File: src/shared/two_wire_pkg.sv
// two_wire_pkg: constants shared by the two-wire master controller files.
// assumes a 125 MHz system clock and a 12 MHz bus reference derived from it.
package two_wire_pkg;

    // ****************************************************************
    // mode and command encoding
    // ****************************************************************
    localparam logic [1:0] MODE_TWO_WIRE = 2'h3;
    localparam int CMD_RECV_BIT = 0;
    localparam int CMD_SEND_BIT = 1;
    localparam int CMD_START_BIT = 2;
    localparam int CMD_STOP_BIT = 3;
    localparam logic [3:0] CMD_NONE = 4'h0;

    // ****************************************************************
    // event vector layout
    // ****************************************************************
    localparam int EV_CMD_FIN = 0;
    localparam int EV_TX_FIN = 1;
    localparam int EV_RX_FIN = 2;
    localparam int EV_NACK = 3;
    localparam int EV_RX_OVERRUN = 4;
    localparam int EV_TX_UNDERRUN = 5;
    localparam int EV_COUNT = 6;

    // ****************************************************************
    // clocking: the phase clock runs at twice the bus reference
    // ****************************************************************
    localparam int SYS_CLOCK_MHZ = 125;
    localparam int REF_CLOCK_MHZ = 12;
    localparam logic [7:0] ACC_STEP = 8'(2 * REF_CLOCK_MHZ);
    localparam logic [7:0] ACC_WRAP = 8'(SYS_CLOCK_MHZ);
    localparam logic [3:0] BITS_PER_BYTE = 4'h8;

    // ****************************************************************
    // reset values
    // ****************************************************************
    localparam logic [7:0] DATA_RESET = 8'h00;
    localparam logic [3:0] CMD_RESET = 4'h0;

endpackage : two_wire_pkg

File: src/rtl/bus_phase_timer.sv
// bus_phase_timer: emits one pulse per bus clock half period.
// assumes run is low while the bus is idle, and hold marks a stretched clock.
`timescale 1ns/1ps
`default_nettype none
module bus_phase_timer
    import two_wire_pkg::*;
#(
    parameter int CNT_W = 20
)
(
    // clock and reset
    input wire logic clock,
    input wire logic rst_n,
    // control
    input wire logic run,
    input wire logic hold,
    input wire logic [3:0] lin,
    input wire logic [3:0] expo,
    // phase strobe
    output logic phase_tick
);

    logic [7:0] acc_q;
    logic ref_tick;
    logic [CNT_W-1:0] cnt_q;
    logic [CNT_W-1:0] half_len;

    // half period in 24 MHz ticks equals one full period in 12 MHz ticks
    assign half_len = CNT_W'({1'b0, lin} + 5'h01) << expo;

    // fractional accumulator gives a 24 MHz tick from 125 MHz
    always_ff @(posedge clock or negedge rst_n)
    begin
        if (!rst_n)
        begin
            acc_q <= 8'h00;
            ref_tick <= 1'b0;
        end
        else if (acc_q + ACC_STEP >= ACC_WRAP)
        begin
            acc_q <= acc_q + ACC_STEP - ACC_WRAP;
            ref_tick <= 1'b1;
        end
        else
        begin
            acc_q <= acc_q + ACC_STEP;
            ref_tick <= 1'b0;
        end
    end

    // phase counter freezes while a slave stretches the clock
    always_ff @(posedge clock or negedge rst_n)
    begin
        if (!rst_n)
        begin
            cnt_q <= '0;
            phase_tick <= 1'b0;
        end
        else if (!run)
        begin
            cnt_q <= '0;
            phase_tick <= 1'b0;
        end
        else if (ref_tick && !hold)
        begin
            if (cnt_q >= half_len - CNT_W'(1))
            begin
                cnt_q <= '0;
                phase_tick <= 1'b1;
            end
            else
            begin
                cnt_q <= cnt_q + CNT_W'(1);
                phase_tick <= 1'b0;
            end
        end
        else
        begin
            phase_tick <= 1'b0;
        end
    end

endmodule // bus_phase_timer
`default_nettype wire

File: src/rtl/two_wire_master_controller.sv
// two_wire_master_controller: segment driven two-wire bus master.
// assumes software issues one segment at a time and bus lines are pulled up.
`timescale 1ns/1ps
`default_nettype none

// Notes on behaviour
// - active only when mode select equals three
// - master only, no arbitration
// - bus rate is 12 MHz over divider product
// - slave clock stretching stalls the transfer
// - open-drain drive, lines read back
// - start and stop bits self-clear, flag set
// - send shifts byte, samples ack, flags
// - receive shifts byte in, flags, data readable
// - ack select chooses ack or nack after receive
// - slave nack recorded after transmit
// - one shared data register both ways
// - events on rising finished flags
// - event on transmitted byte with nack
// - overrun and underrun events
// - irq gated by unit and top enables; event pulses are not
// - status flags clear on next activity
// - stop bit makes stop, then self-clears
module two_wire_master_controller
    import two_wire_pkg::*;
#(
    parameter int CNT_W = 20
)
(
    // clock and reset
    input wire logic clock,
    input wire logic nrst,
    // configuration
    input wire logic [1:0] serial_mode_select,
    input wire logic [3:0] clock_linear_divider,
    input wire logic [3:0] clock_exponent_divider,
    input wire logic receive_ack_select,
    // segment command write
    input wire logic cmd_write,
    input wire logic [3:0] cmd_wdata,
    output logic [3:0] segment_command_register,
    // shared data register
    input wire logic data_write,
    input wire logic [7:0] data_wdata,
    input wire logic data_read,
    output logic [7:0] serial_data_register,
    // status flags
    output logic command_finished_flag,
    output logic transmit_finished_flag,
    output logic receive_finished_flag,
    output logic slave_nack_flag,
    // events and interrupt request
    input wire logic [EV_COUNT-1:0] unit_interrupt_enable,
    input wire logic unit_top_interrupt_bit,
    output logic [EV_COUNT-1:0] event_pulse,
    output logic irq,
    // bus pins
    input wire logic scl_in,
    output logic scl_out,
    output logic scl_oe,
    input wire logic sda_in,
    output logic sda_out,
    output logic sda_oe
);

    typedef enum logic [3:0] {
        ST_IDLE,
        ST_START_REL,
        ST_START_HIGH,
        ST_START_FALL,
        ST_BIT_LOW,
        ST_BIT_HIGH,
        ST_STOP_LOW,
        ST_STOP_HIGH,
        ST_STOP_REL
    } state_e;

    // ****************************************************************
    // reset release
    // ****************************************************************
    logic [1:0] rst_sync_q;
    logic rst_n;

    // asserts at once, releases after two edges
    always_ff @(posedge clock or negedge nrst)
    begin
        if (!nrst)
            rst_sync_q <= 2'b00;
        else
            rst_sync_q <= {rst_sync_q[0], 1'b1};
    end
    assign rst_n = rst_sync_q[1];

    // ****************************************************************
    // declarations and decode
    // ****************************************************************
    state_e state_q;
    logic [3:0] cmd_q;
    logic [3:0] bit_cnt_q;
    logic [7:0] shift_q;
    logic tx_loaded_q;
    logic rx_unread_q;
    logic active;
    logic one_hot;
    logic go;
    logic fin;
    logic phase_tick;
    logic hold;
    logic sda_next;
    logic [EV_COUNT-1:0] ev_d;

    assign active = (serial_mode_select == MODE_TWO_WIRE);
    assign one_hot = (cmd_wdata != CMD_NONE) && ((cmd_wdata & (cmd_wdata - 4'h1)) == 4'h0);
    assign go = (state_q == ST_IDLE) && active && (cmd_q != CMD_NONE);
    assign fin = phase_tick && ((state_q == ST_START_FALL) || (state_q == ST_STOP_REL) ||
                 ((state_q == ST_BIT_HIGH) && (bit_cnt_q == BITS_PER_BYTE)));
    // a released clock that still reads low is a stretching slave
    assign hold = !scl_oe && !scl_in;
    // ack slot: transmit releases, receive drives ack when selected
    assign sda_next = (bit_cnt_q == BITS_PER_BYTE) ?
                      (cmd_q[CMD_RECV_BIT] && receive_ack_select) :
                      (cmd_q[CMD_SEND_BIT] && !shift_q[7]);

    bus_phase_timer #(
        .CNT_W(CNT_W)
    ) u_phase (
        .clock(clock),
        .rst_n(rst_n),
        .run(state_q != ST_IDLE),
        .hold(hold),
        .lin(clock_linear_divider),
        .expo(clock_exponent_divider),
        .phase_tick(phase_tick)
    );

    // ****************************************************************
    // segment command register
    // ****************************************************************
    // writes while busy or with several bits set are dropped
    always_ff @(posedge clock or negedge rst_n)
    begin
        if (!rst_n)
            cmd_q <= CMD_RESET;
        else if (!active)
            cmd_q <= CMD_RESET;
        else if (fin)
            cmd_q <= CMD_RESET;
        else if (cmd_write && (cmd_q == CMD_NONE) && one_hot)
            cmd_q <= cmd_wdata;
    end
    assign segment_command_register = cmd_q;

    // ****************************************************************
    // bus sequencer
    // ****************************************************************
    // master only: the line levels are never compared for arbitration
    always_ff @(posedge clock or negedge rst_n)
    begin
        if (!rst_n)
        begin
            state_q <= ST_IDLE;
            scl_oe <= 1'b0;
            sda_oe <= 1'b0;
            bit_cnt_q <= 4'h0;
            shift_q <= DATA_RESET;
        end
        else if (!active)
        begin
            state_q <= ST_IDLE;
            scl_oe <= 1'b0;
            sda_oe <= 1'b0;
        end
        else
        begin
            unique case (state_q)
                ST_IDLE:
                begin
                    if (go && cmd_q[CMD_START_BIT])
                    begin
                        sda_oe <= 1'b0;
                        state_q <= ST_START_REL;
                    end
                    else if (go && cmd_q[CMD_STOP_BIT])
                    begin
                        scl_oe <= 1'b1;
                        state_q <= ST_STOP_LOW;
                    end
                    else if (go)
                    begin
                        scl_oe <= 1'b1;
                        bit_cnt_q <= 4'h0;
                        shift_q <= serial_data_register;
                        state_q <= ST_BIT_LOW;
                    end
                end
                ST_START_REL:
                    if (phase_tick)
                    begin
                        scl_oe <= 1'b0;
                        state_q <= ST_START_HIGH;
                    end
                ST_START_HIGH:
                    if (phase_tick)
                    begin
                        sda_oe <= 1'b1;
                        state_q <= ST_START_FALL;
                    end
                ST_START_FALL:
                    if (phase_tick)
                    begin
                        scl_oe <= 1'b1;
                        state_q <= ST_IDLE;
                    end
                ST_BIT_LOW:
                begin
                    // data moves a cycle after the clock went low
                    sda_oe <= sda_next;
                    if (phase_tick)
                    begin
                        scl_oe <= 1'b0;
                        state_q <= ST_BIT_HIGH;
                    end
                end
                ST_BIT_HIGH:
                    if (phase_tick)
                    begin
                        scl_oe <= 1'b1;
                        if (bit_cnt_q == BITS_PER_BYTE)
                            state_q <= ST_IDLE;
                        else
                        begin
                            shift_q <= {shift_q[6:0], sda_in};
                            bit_cnt_q <= bit_cnt_q + 4'h1;
                            state_q <= ST_BIT_LOW;
                        end
                    end
                ST_STOP_LOW:
                begin
                    sda_oe <= 1'b1;
                    if (phase_tick)
                    begin
                        scl_oe <= 1'b0;
                        state_q <= ST_STOP_HIGH;
                    end
                end
                ST_STOP_HIGH:
                    if (phase_tick)
                    begin
                        sda_oe <= 1'b0;
                        state_q <= ST_STOP_REL;
                    end
                ST_STOP_REL:
                    if (phase_tick)
                        state_q <= ST_IDLE;
            endcase
        end
    end

    // open drain: only ever pull low, the oe decides the level
    always_ff @(posedge clock or negedge rst_n)
    begin
        if (!rst_n)
        begin
            scl_out <= 1'b0;
            sda_out <= 1'b0;
        end
        else
        begin
            scl_out <= 1'b0;
            sda_out <= 1'b0;
        end
    end

    // ****************************************************************
    // shared data register
    // ****************************************************************
    // a received byte is dropped while the last one is still unread
    always_ff @(posedge clock or negedge rst_n)
    begin
        if (!rst_n)
        begin
            serial_data_register <= DATA_RESET;
            tx_loaded_q <= 1'b0;
            rx_unread_q <= 1'b0;
        end
        else
        begin
            if (fin && cmd_q[CMD_RECV_BIT] && !rx_unread_q)
                serial_data_register <= shift_q;
            else if (data_write)
                serial_data_register <= data_wdata;
            if (data_write)
                tx_loaded_q <= 1'b1;
            else if (go && cmd_q[CMD_SEND_BIT])
                tx_loaded_q <= 1'b0;
            if (fin && cmd_q[CMD_RECV_BIT])
                rx_unread_q <= 1'b1;
            else if (data_read)
                rx_unread_q <= 1'b0;
        end
    end

    // ****************************************************************
    // status flags
    // ****************************************************************
    // set at segment end, cleared when the next segment begins
    always_ff @(posedge clock or negedge rst_n)
    begin
        if (!rst_n)
        begin
            command_finished_flag <= 1'b0;
            transmit_finished_flag <= 1'b0;
            receive_finished_flag <= 1'b0;
            slave_nack_flag <= 1'b0;
        end
        else if (go)
        begin
            command_finished_flag <= 1'b0;
            transmit_finished_flag <= 1'b0;
            receive_finished_flag <= 1'b0;
            slave_nack_flag <= 1'b0;
        end
        else if (fin)
        begin
            if (cmd_q[CMD_START_BIT] || cmd_q[CMD_STOP_BIT])
                command_finished_flag <= 1'b1;
            if (cmd_q[CMD_SEND_BIT])
            begin
                transmit_finished_flag <= 1'b1;
                slave_nack_flag <= sda_in;
            end
            if (cmd_q[CMD_RECV_BIT])
                receive_finished_flag <= 1'b1;
        end
    end

    // ****************************************************************
    // events and interrupt request
    // ****************************************************************
    // flags only rise at fin after go cleared them, so fin is the edge
    always_comb
    begin
        ev_d = '0;
        ev_d[EV_CMD_FIN] = fin && (cmd_q[CMD_START_BIT] || cmd_q[CMD_STOP_BIT]);
        ev_d[EV_TX_FIN] = fin && cmd_q[CMD_SEND_BIT];
        ev_d[EV_RX_FIN] = fin && cmd_q[CMD_RECV_BIT];
        ev_d[EV_NACK] = fin && cmd_q[CMD_SEND_BIT] && sda_in;
        ev_d[EV_RX_OVERRUN] = fin && cmd_q[CMD_RECV_BIT] && rx_unread_q;
        ev_d[EV_TX_UNDERRUN] = go && cmd_q[CMD_SEND_BIT] && !tx_loaded_q;
    end

    // one-cycle pulses; the request needs both enable levels
    always_ff @(posedge clock or negedge rst_n)
    begin
        if (!rst_n)
        begin
            event_pulse <= '0;
            irq <= 1'b0;
        end
        else
        begin
            event_pulse <= ev_d;
            irq <= unit_top_interrupt_bit && |(ev_d & unit_interrupt_enable);
        end
    end

endmodule // two_wire_master_controller
`default_nettype wire

File: config.mk
export PLATFORM = sky130hd
export DESIGN_NAME = two_wire_master_controller
export DESIGN_NICKNAME = d
export VERILOG_FILES = /design/src/shared/two_wire_pkg.sv /design/src/rtl/bus_phase_timer.sv /design/src/rtl/two_wire_master_controller.sv
export SDC_FILE = /design/constraint.sdc
export NUM_CORES = 1
export LEC_CHECK = 0
export BUFFER_PORTS_ARGS = -buffer_cell sky130_fd_sc_hd__buf_4
export CELL_PAD_IN_SITES_DETAIL_PLACEMENT = 1
export CELL_PAD_IN_SITES_GLOBAL_PLACEMENT = 1
export CORE_MARGIN = 3
export CORE_UTILIZATION = 49
export CTS_CLUSTER_DIAMETER = 200
export DETAILED_ROUTE_END_ITERATION = 6
export PLACE_DENSITY_LB_ADDON = 0.1
export REMOVE_ABC_BUFFERS = 1
export SKIP_LAST_GASP = 1
export SLEW_MARGIN = 10
export SYNTH_ARGS = -nofsm -noshare
export SYNTH_HDL_FRONTEND = slang
export SYNTH_HIERARCHICAL = 1
export SYNTH_SLANG_ARGS = --single-unit
File: constraint.sdc
create_clock -name clock -period 4.3 [get_ports clock]
set_input_delay 0.645 -clock clock [delete_from_list [all_inputs] [get_ports clock]]
set_output_delay 0.645 -clock clock [all_outputs]
set_load 0.005 [all_outputs]
* Yosys cells after proc, flatten, opt, wreduce, memory -nomap -nowiden
Index checks and enable logic that the tools add are counted.
** Storage, ports and cells
- Bits in registers :: 75
- Input bits :: 37
- Output and inout port bits :: 27
- Word-level logic and storage cells :: 185
** Operators by class
- $add $sub $neg :: 7
- Order comparisons :: 2
- Equal/unequal tests :: 32
- Shift operators :: 1
- Mux-type cells :: 65
- Bitwise gates (word level) :: 2
- Reductions and logical operators :: 56
** Operators by type and width (number)
- two-way mux 4 bit :: 19
- two-way mux 8 bit :: 8
- two-way mux 20 bit :: 3
- one-hot mux 4 bit (8 select lines) :: 1
- inequality test 3 x 2 -> 1 bit (second input constant) :: 10
- two-way mux 1 bit :: 29
- logical AND 1 bit :: 22
- adder 20 x 1 -> 20 bit (second input constant) :: 1
- greater-or-equal comparator 20 bit :: 1
- left shift 20 x 4 -> 20 bit :: 1
- subtractor 20 x 1 -> 20 bit (second input constant) :: 1
- equality test 4 x 3 -> 1 bit (second input constant) :: 4
- one-hot mux 8 bit (2 select lines) :: 1
- nonzero test 2 bit :: 8
- logical NOT 4 bit :: 3
- nonzero test 4 bit :: 3
- inequality test 2 bit (second input constant) :: 5
- adder 8 x 5 -> 8 bit (second input constant) :: 1
- equality test 4 x 2 -> 1 bit (second input constant) :: 2
- equality test 4 bit (second input constant) :: 2
- greater-or-equal comparator 8 x 7 -> 1 bit (second input constant) :: 1
- inequality test 4 x 3 -> 1 bit (second input constant) :: 2
- one-hot mux 4 bit (2 select lines) :: 1
- AND reduction 8 bit :: 1
- 25 further kinds :: 35

* Logic depth before layout (Yosys ltp)
- Depth in word-level cells :: 9
- Gate-level depth with buffers :: 20
- Gate-level depth less buffers :: 19

* By module
Netlist, hierarchy kept.
** Modules (own cells, without submodules)
- bus_phase_timer :: instances 1, cells each 362, area each 2907.8 um^2, seq. area each 750.7 um^2
- two_wire_master_controller :: instances 1, cells each 218, area each 2398.6 um^2, seq. area each 1126.1 um^2

* Worst setup path after synthesis
Ideal clock, no wire load.
- Path type :: input to register
- Start point :: input port clock_linear_divider[0]
- End point :: register u_phase.cnt_q[13]
- Setup time :: 0.116 ns
- Arrival time :: 4.447 ns
- Data required time :: 4.184 ns
- Slack :: -0.263 ns
- Stages on the path :: 18
- Buffers on the path :: 1
- Path through :: ha_1 xor2_1 o21ai_0 o22ai_1 mux2_2 nor3b_1 nor2_1 or3_2 a21oi_1 ha_1 a21o_1 a21o_1 a21oi_1 o21ai_0 nor3_1 clkbuf_1 nand3_1 o311ai_0
** Between the ends
- Word-level cells in the longest chain between the ends :: 7
** Ends and longest elaborated chain
- start, declared :: RTL line two_wire_master_controller.sv:35 : input wire logic [3:0] clock_linear_divider,
- adder 4 x 1 -> 5 bit :: RTL line bus_phase_timer.sv:29 : assign half_len = CNT_W'({1'b0, lin} + 5'h01) << expo;
- left shift 20 x 4 -> 20 bit :: RTL line bus_phase_timer.sv:29
- subtractor 20 x 1 -> 20 bit :: RTL line bus_phase_timer.sv:66 : if (cnt_q >= half_len - CNT_W'(1))
- greater-or-equal comparator 20 bit :: RTL line bus_phase_timer.sv:66
- two-way mux 20 bit :: RTL line bus_phase_timer.sv:66
- two-way mux 20 bit :: RTL line bus_phase_timer.sv:64 : else if (ref_tick && !hold)
- two-way mux 20 bit :: RTL line bus_phase_timer.sv:59 : else if (!run)
- end signal, assigned :: RTL line bus_phase_timer.sv:73 : cnt_q <= cnt_q + CNT_W'(1);
- end, declared :: RTL line bus_phase_timer.sv:25 : logic [CNT_W-1:0] cnt_q;
Every way passes these cells. The select of a mux whose other input is x is not followed.
A chain may end at the register's enable or synchronous reset.

* Worst setup path after layout
- Start point :: input port clock_linear_divider[0]
- End point :: register u_phase.cnt_q[16]
The elaborated chain is that of the path after synthesis.

==> metrics.md <==
| Metric | Value |
|---|---|
| Die width | `110 µm` |
| Worst Tran Pin Value | `0.907 ns` |
| Multiplexer area fraction after synthesis | `0.0913` |
| Antenna diodes | `0` |
| Synth Cell Area | `5310 µm²` |
| Async SR Flop Fraction | `1.00` |
| Die Area | `12,100 µm²` |
| Post-synthesis sequential area ratio | `0.354` |
| Worst setup skew after layout | `0.0159 ns` |
| Drt pass-1 iters | `5` |
| Synth Area in Adders | `0.0684` |
| Synth Instances | `580` |
| Layout Area Growth over Synthesis | `30.1%` |
| Avg Inst Size Synth | `9.15 µm²` |
| Clk slew on worst S/H paths | `0.09 ns` |
| Placer Congestion | `0.933` |
| RSZ-0062 raised after global routing | `yes` |
| Pre-CTS setup slack | `-0.731 ns` |
| Run status | `finished with violations` |
| I/O Buffers | `61` |
| Antenna violations before repair | `0` |
| R2r startpoint | `state_q[0]` |
| FP Rows | `37` |
| Total gr overflow | `0` |
| Via density | `6.42` |
| Placed cells | `819` |
| Total CTS buffers | `9` |
| Routed Antenna Nets | `0` |
| DRC errors left | `0` |
| CP Capture Type | `flip-flop` |
| Slew headroom | `0.395` |
| I/O pins | `64` |
| Worst-case reg-to-reg path depth | `4` |
| Arrival time of the worst setup path | `4.68 ns` |
| Violated checks | `setup timing` |
| Number of global-route vias before repair | `5,254` |
| Flop2flop setup slack | `1.66 ns` |
| Final setup viols | `13` |
| Hold buffer count at cts | `0` |
| Min-Delay Path Class | `in2async` |
| Final period utilization | `1.03` |
| Final Hold Fails | `0` |
| Achievable Freq | `0.226 GHz` |
| Max Cap Viol | `0` |
| Share of cells above drive strength 1 | `0.358` |
| Slew Limit Fails | `0` |
| CP endpoint | `u_phase/cnt_q[16]` |
| Post-synth EDFFs | `0` |
| Setup crit start | `clock_linear_divider[0]` |
| Critical path peak fanout | `7` |
| Synth Area in Compound Gates | `0.176` |
| Core footprint | `10,400 µm²` |
| Static leakage | `3.14 nW` |
| XOR/XNOR share of the synthesized area | `0.0413` |
| Post-Layout Cell Count | `840` |
| DRC violation total after the first TritonRoute iteration | `366` |
| Worst skew pair latency | `0.37 ns` |
| First-pass GRT wire length | `25,900 µm` |
| Vert. Die Dim | `110 µm` |
| Clock sink count | `75` |
| Maximum root-to-sink buffer count | `2` |
| Post-DP HPWL | `11,800 µm` |
| Worst setup margin | `-0.122 ns` |
| H-tree Lvls | `3` |
| Wire per inst | `23.7 µm` |
| Synthesis Warnings | `6` |
| Setup tns final | `-0.905 ns` |
| Distinct cells, synth | `78` |
| CTS tree | `built` |
| Final WL | `19,900 µm` |
| Starting Density | `0.509` |
| Synth Flop Type | `dfrtp_1` |
| Crit Path Class | `in2reg` |
| Vias | `5,393` |
| Main combinational cell family by area after synthesis | `simple AND/OR/NAND/NOR gates` |
| Reg2reg end | `shift_q[5]` |
| Final nets | `765` |
| Clk Tree Root Cell | `clkbuf_8` |
| Nature of the critical path startpoint | `primary input` |
| Hold_ws | `0.0382 ns` |
| WP data required | `4.56 ns` |
| Total track usage | `0.273` |
| Worst vdd ir | `0.194 mV` |
| FILL cells | `1,180` |
| Largest net degree at the start of global routing | `39` |
| Synth Area in Simple Gates | `0.225` |
| Post-route minimum period | `4.42 ns` |
| #FFs+latches synth | `75` |
| Pwr dens | `283 nW/µm²` |
kinds of logic (layout without fill, tap and decap cells):
logic type / count (synthesis) / count (layout)
AOI/OAI and AO/OA: 129 / 129
xor gates and xnor gates: 25 / 25
adders and majority gates: 29 / 29
buffers and inverters: 51 / 174
DFF: 75 / 75
muxes: 44 / 44
other: 2 / 3
and+or+nand+nor: 225 / 225
worst min path at each step:
stage	depth (start not counted)	endpoint	slack, ns
after floorplan	0	rst_sync_q[1]	0.33
after global placement	0	rst_sync_q[1]	0.34
after detailed placement	0	rst_sync_q[1]	0.34
after CTS	1	rst_sync_q[1]	0.03
after global routing	1	rst_sync_q[1]	0.02
final	1	rst_sync_q[0]	0.04
Yosys cell counts (all sizes together) (8+ instances only):
| cell type | instances | area share |
|---|---|---|
| ha | 29 | 0.068 |
| o311ai | 11 | 0.018 |
| mux2 | 35 | 0.074 |
| xnor2 | 14 | 0.023 |
| o21ai | 20 | 0.019 |
| dfrtp | 75 | 0.35 |
| nand4 | 11 | 0.017 |
| or2 | 10 | 0.012 |
| xor2 | 11 | 0.018 |
| a21o | 8 | 0.011 |
| a21oi | 24 | 0.025 |
| nor3 | 16 | 0.018 |
| inv | 25 | 0.018 |
| buf | 13 | 0.016 |
| nand2b | 8 | 0.0094 |
| nand2 | 50 | 0.035 |
| nor2 | 52 | 0.037 |
| nand3 | 37 | 0.035 |
| mux2i | 9 | 0.017 |
| clkbuf | 13 | 0.0092 |
per-layer routing:
| metal | global-route usage | wire length [µm] | vias to the layer above |
|---|---|---|---|
| li1 | - | - | 2366 |
| met1 | 0.336 | 7730 | 2696 |
| met2 | 0.482 | 10100 | 240 |
| met3 | 0.0361 | 1160 | 91 |
| met4 | 0.110 | 906 | 0 |
| met5 | 0 | 0 | - |
worst max-delay path: stages:
cell	delay, ns
buf_4	0.13
ha_4	0.19
buf_4	0.16
xnor2_2	0.18
o22ai_2	0.13
nor2_1	0.31
a2bb2oi_2	0.28
nand4_4	0.17
buf_4	0.18
nor3_4	0.18
xor2_1	0.26
ha_1	0.32
a21o_1	0.20
a21o_1	0.19
a21oi_2	0.17
o21ai_2	0.09
or3_4	0.40
buf_4	0.18
o311ai_1	0.30
stage by stage:
step	instance area (µm²)	util	power [mW]
floorplan	5180	-	1.05
global placement	6310	0.606	1.23
detailed placement	6310	0.606	1.26
CTS	6640	0.637	1.86
global route	6900	0.663	2.03
finish	6900	0.663	1.95
report_power, final:
part / switching (mW) / internal (mW) / leakage (nW)
logic: 0.287 / 0.256 / 2.05
clock network: 0.313 / 0.290 / 0.104
registers: 0.0612 / 0.747 / 0.984
total: 0.661 / 1.29 / 3.14
state kept, by name, summed over array words and instances (netlist names), 2 cells and up:
signal                    cells
event_pulse                   6
bit_cnt_q                     4
u_phase/acc_q                 8
serial_data_register          8
u_phase/cnt_q                20
state_q                       4
segment_command_register      4
shift_q                       8
rst_sync_q                    2
repair_timing:
item,in CTS,in global routing
buffers inserted,2,2
pin swaps,5,16
endpoints found under the hold margin,0,0
gates cloned,0,1
setup endpoints to repair,20,20
resized for setup,31,48
layout by cell type (no fill, tap or decap), types with 5 or more instances in the layout:
master / netlist / final
nand2_1: 50 / 49
or2_2: 9 / 9
mux2i_1: 9 / 9
nand2b_1: 8 / 7
nor2_1: 52 / 50
ha_1: 29 / 25
mux2_2: 35 / 34
xnor2_1: 14 / 13
and3_1: 7 / 7
nor3_1: 14 / 11
dfrtp_1: 75 / 74
a21oi_1: 23 / 17
buf_4: 4 / 129
o311ai_1: 0 / 7
xor2_1: 11 / 10
o211ai_1: 5 / 5
a21oi_2: 0 / 5
clkbuf_8: 0 / 10
o21ai_0: 20 / 15
nand4_1: 9 / 9
a221o_1: 5 / 5
inv_1: 24 / 24
nand3_1: 37 / 36
a21o_1: 8 / 8
area by class of cell:
| cell class | count | area [µm²] | share of cell area |
|---|---|---|---|
| clock inverters | 6 | 68.8 | 0.00997 |
| clock buffers | 10 | 138 | 0.0199 |
| repair buffers | 133 | 1020 | 0.147 |
| flip-flops and latches | 75 | 1880 | 0.272 |
| inverters | 25 | 93.8 | 0.0136 |
| well taps | 136 | 170 | 0.0247 |
| multi-input cells | 455 | 3540 | 0.512 |
Power figures use the tool's default switching activity.
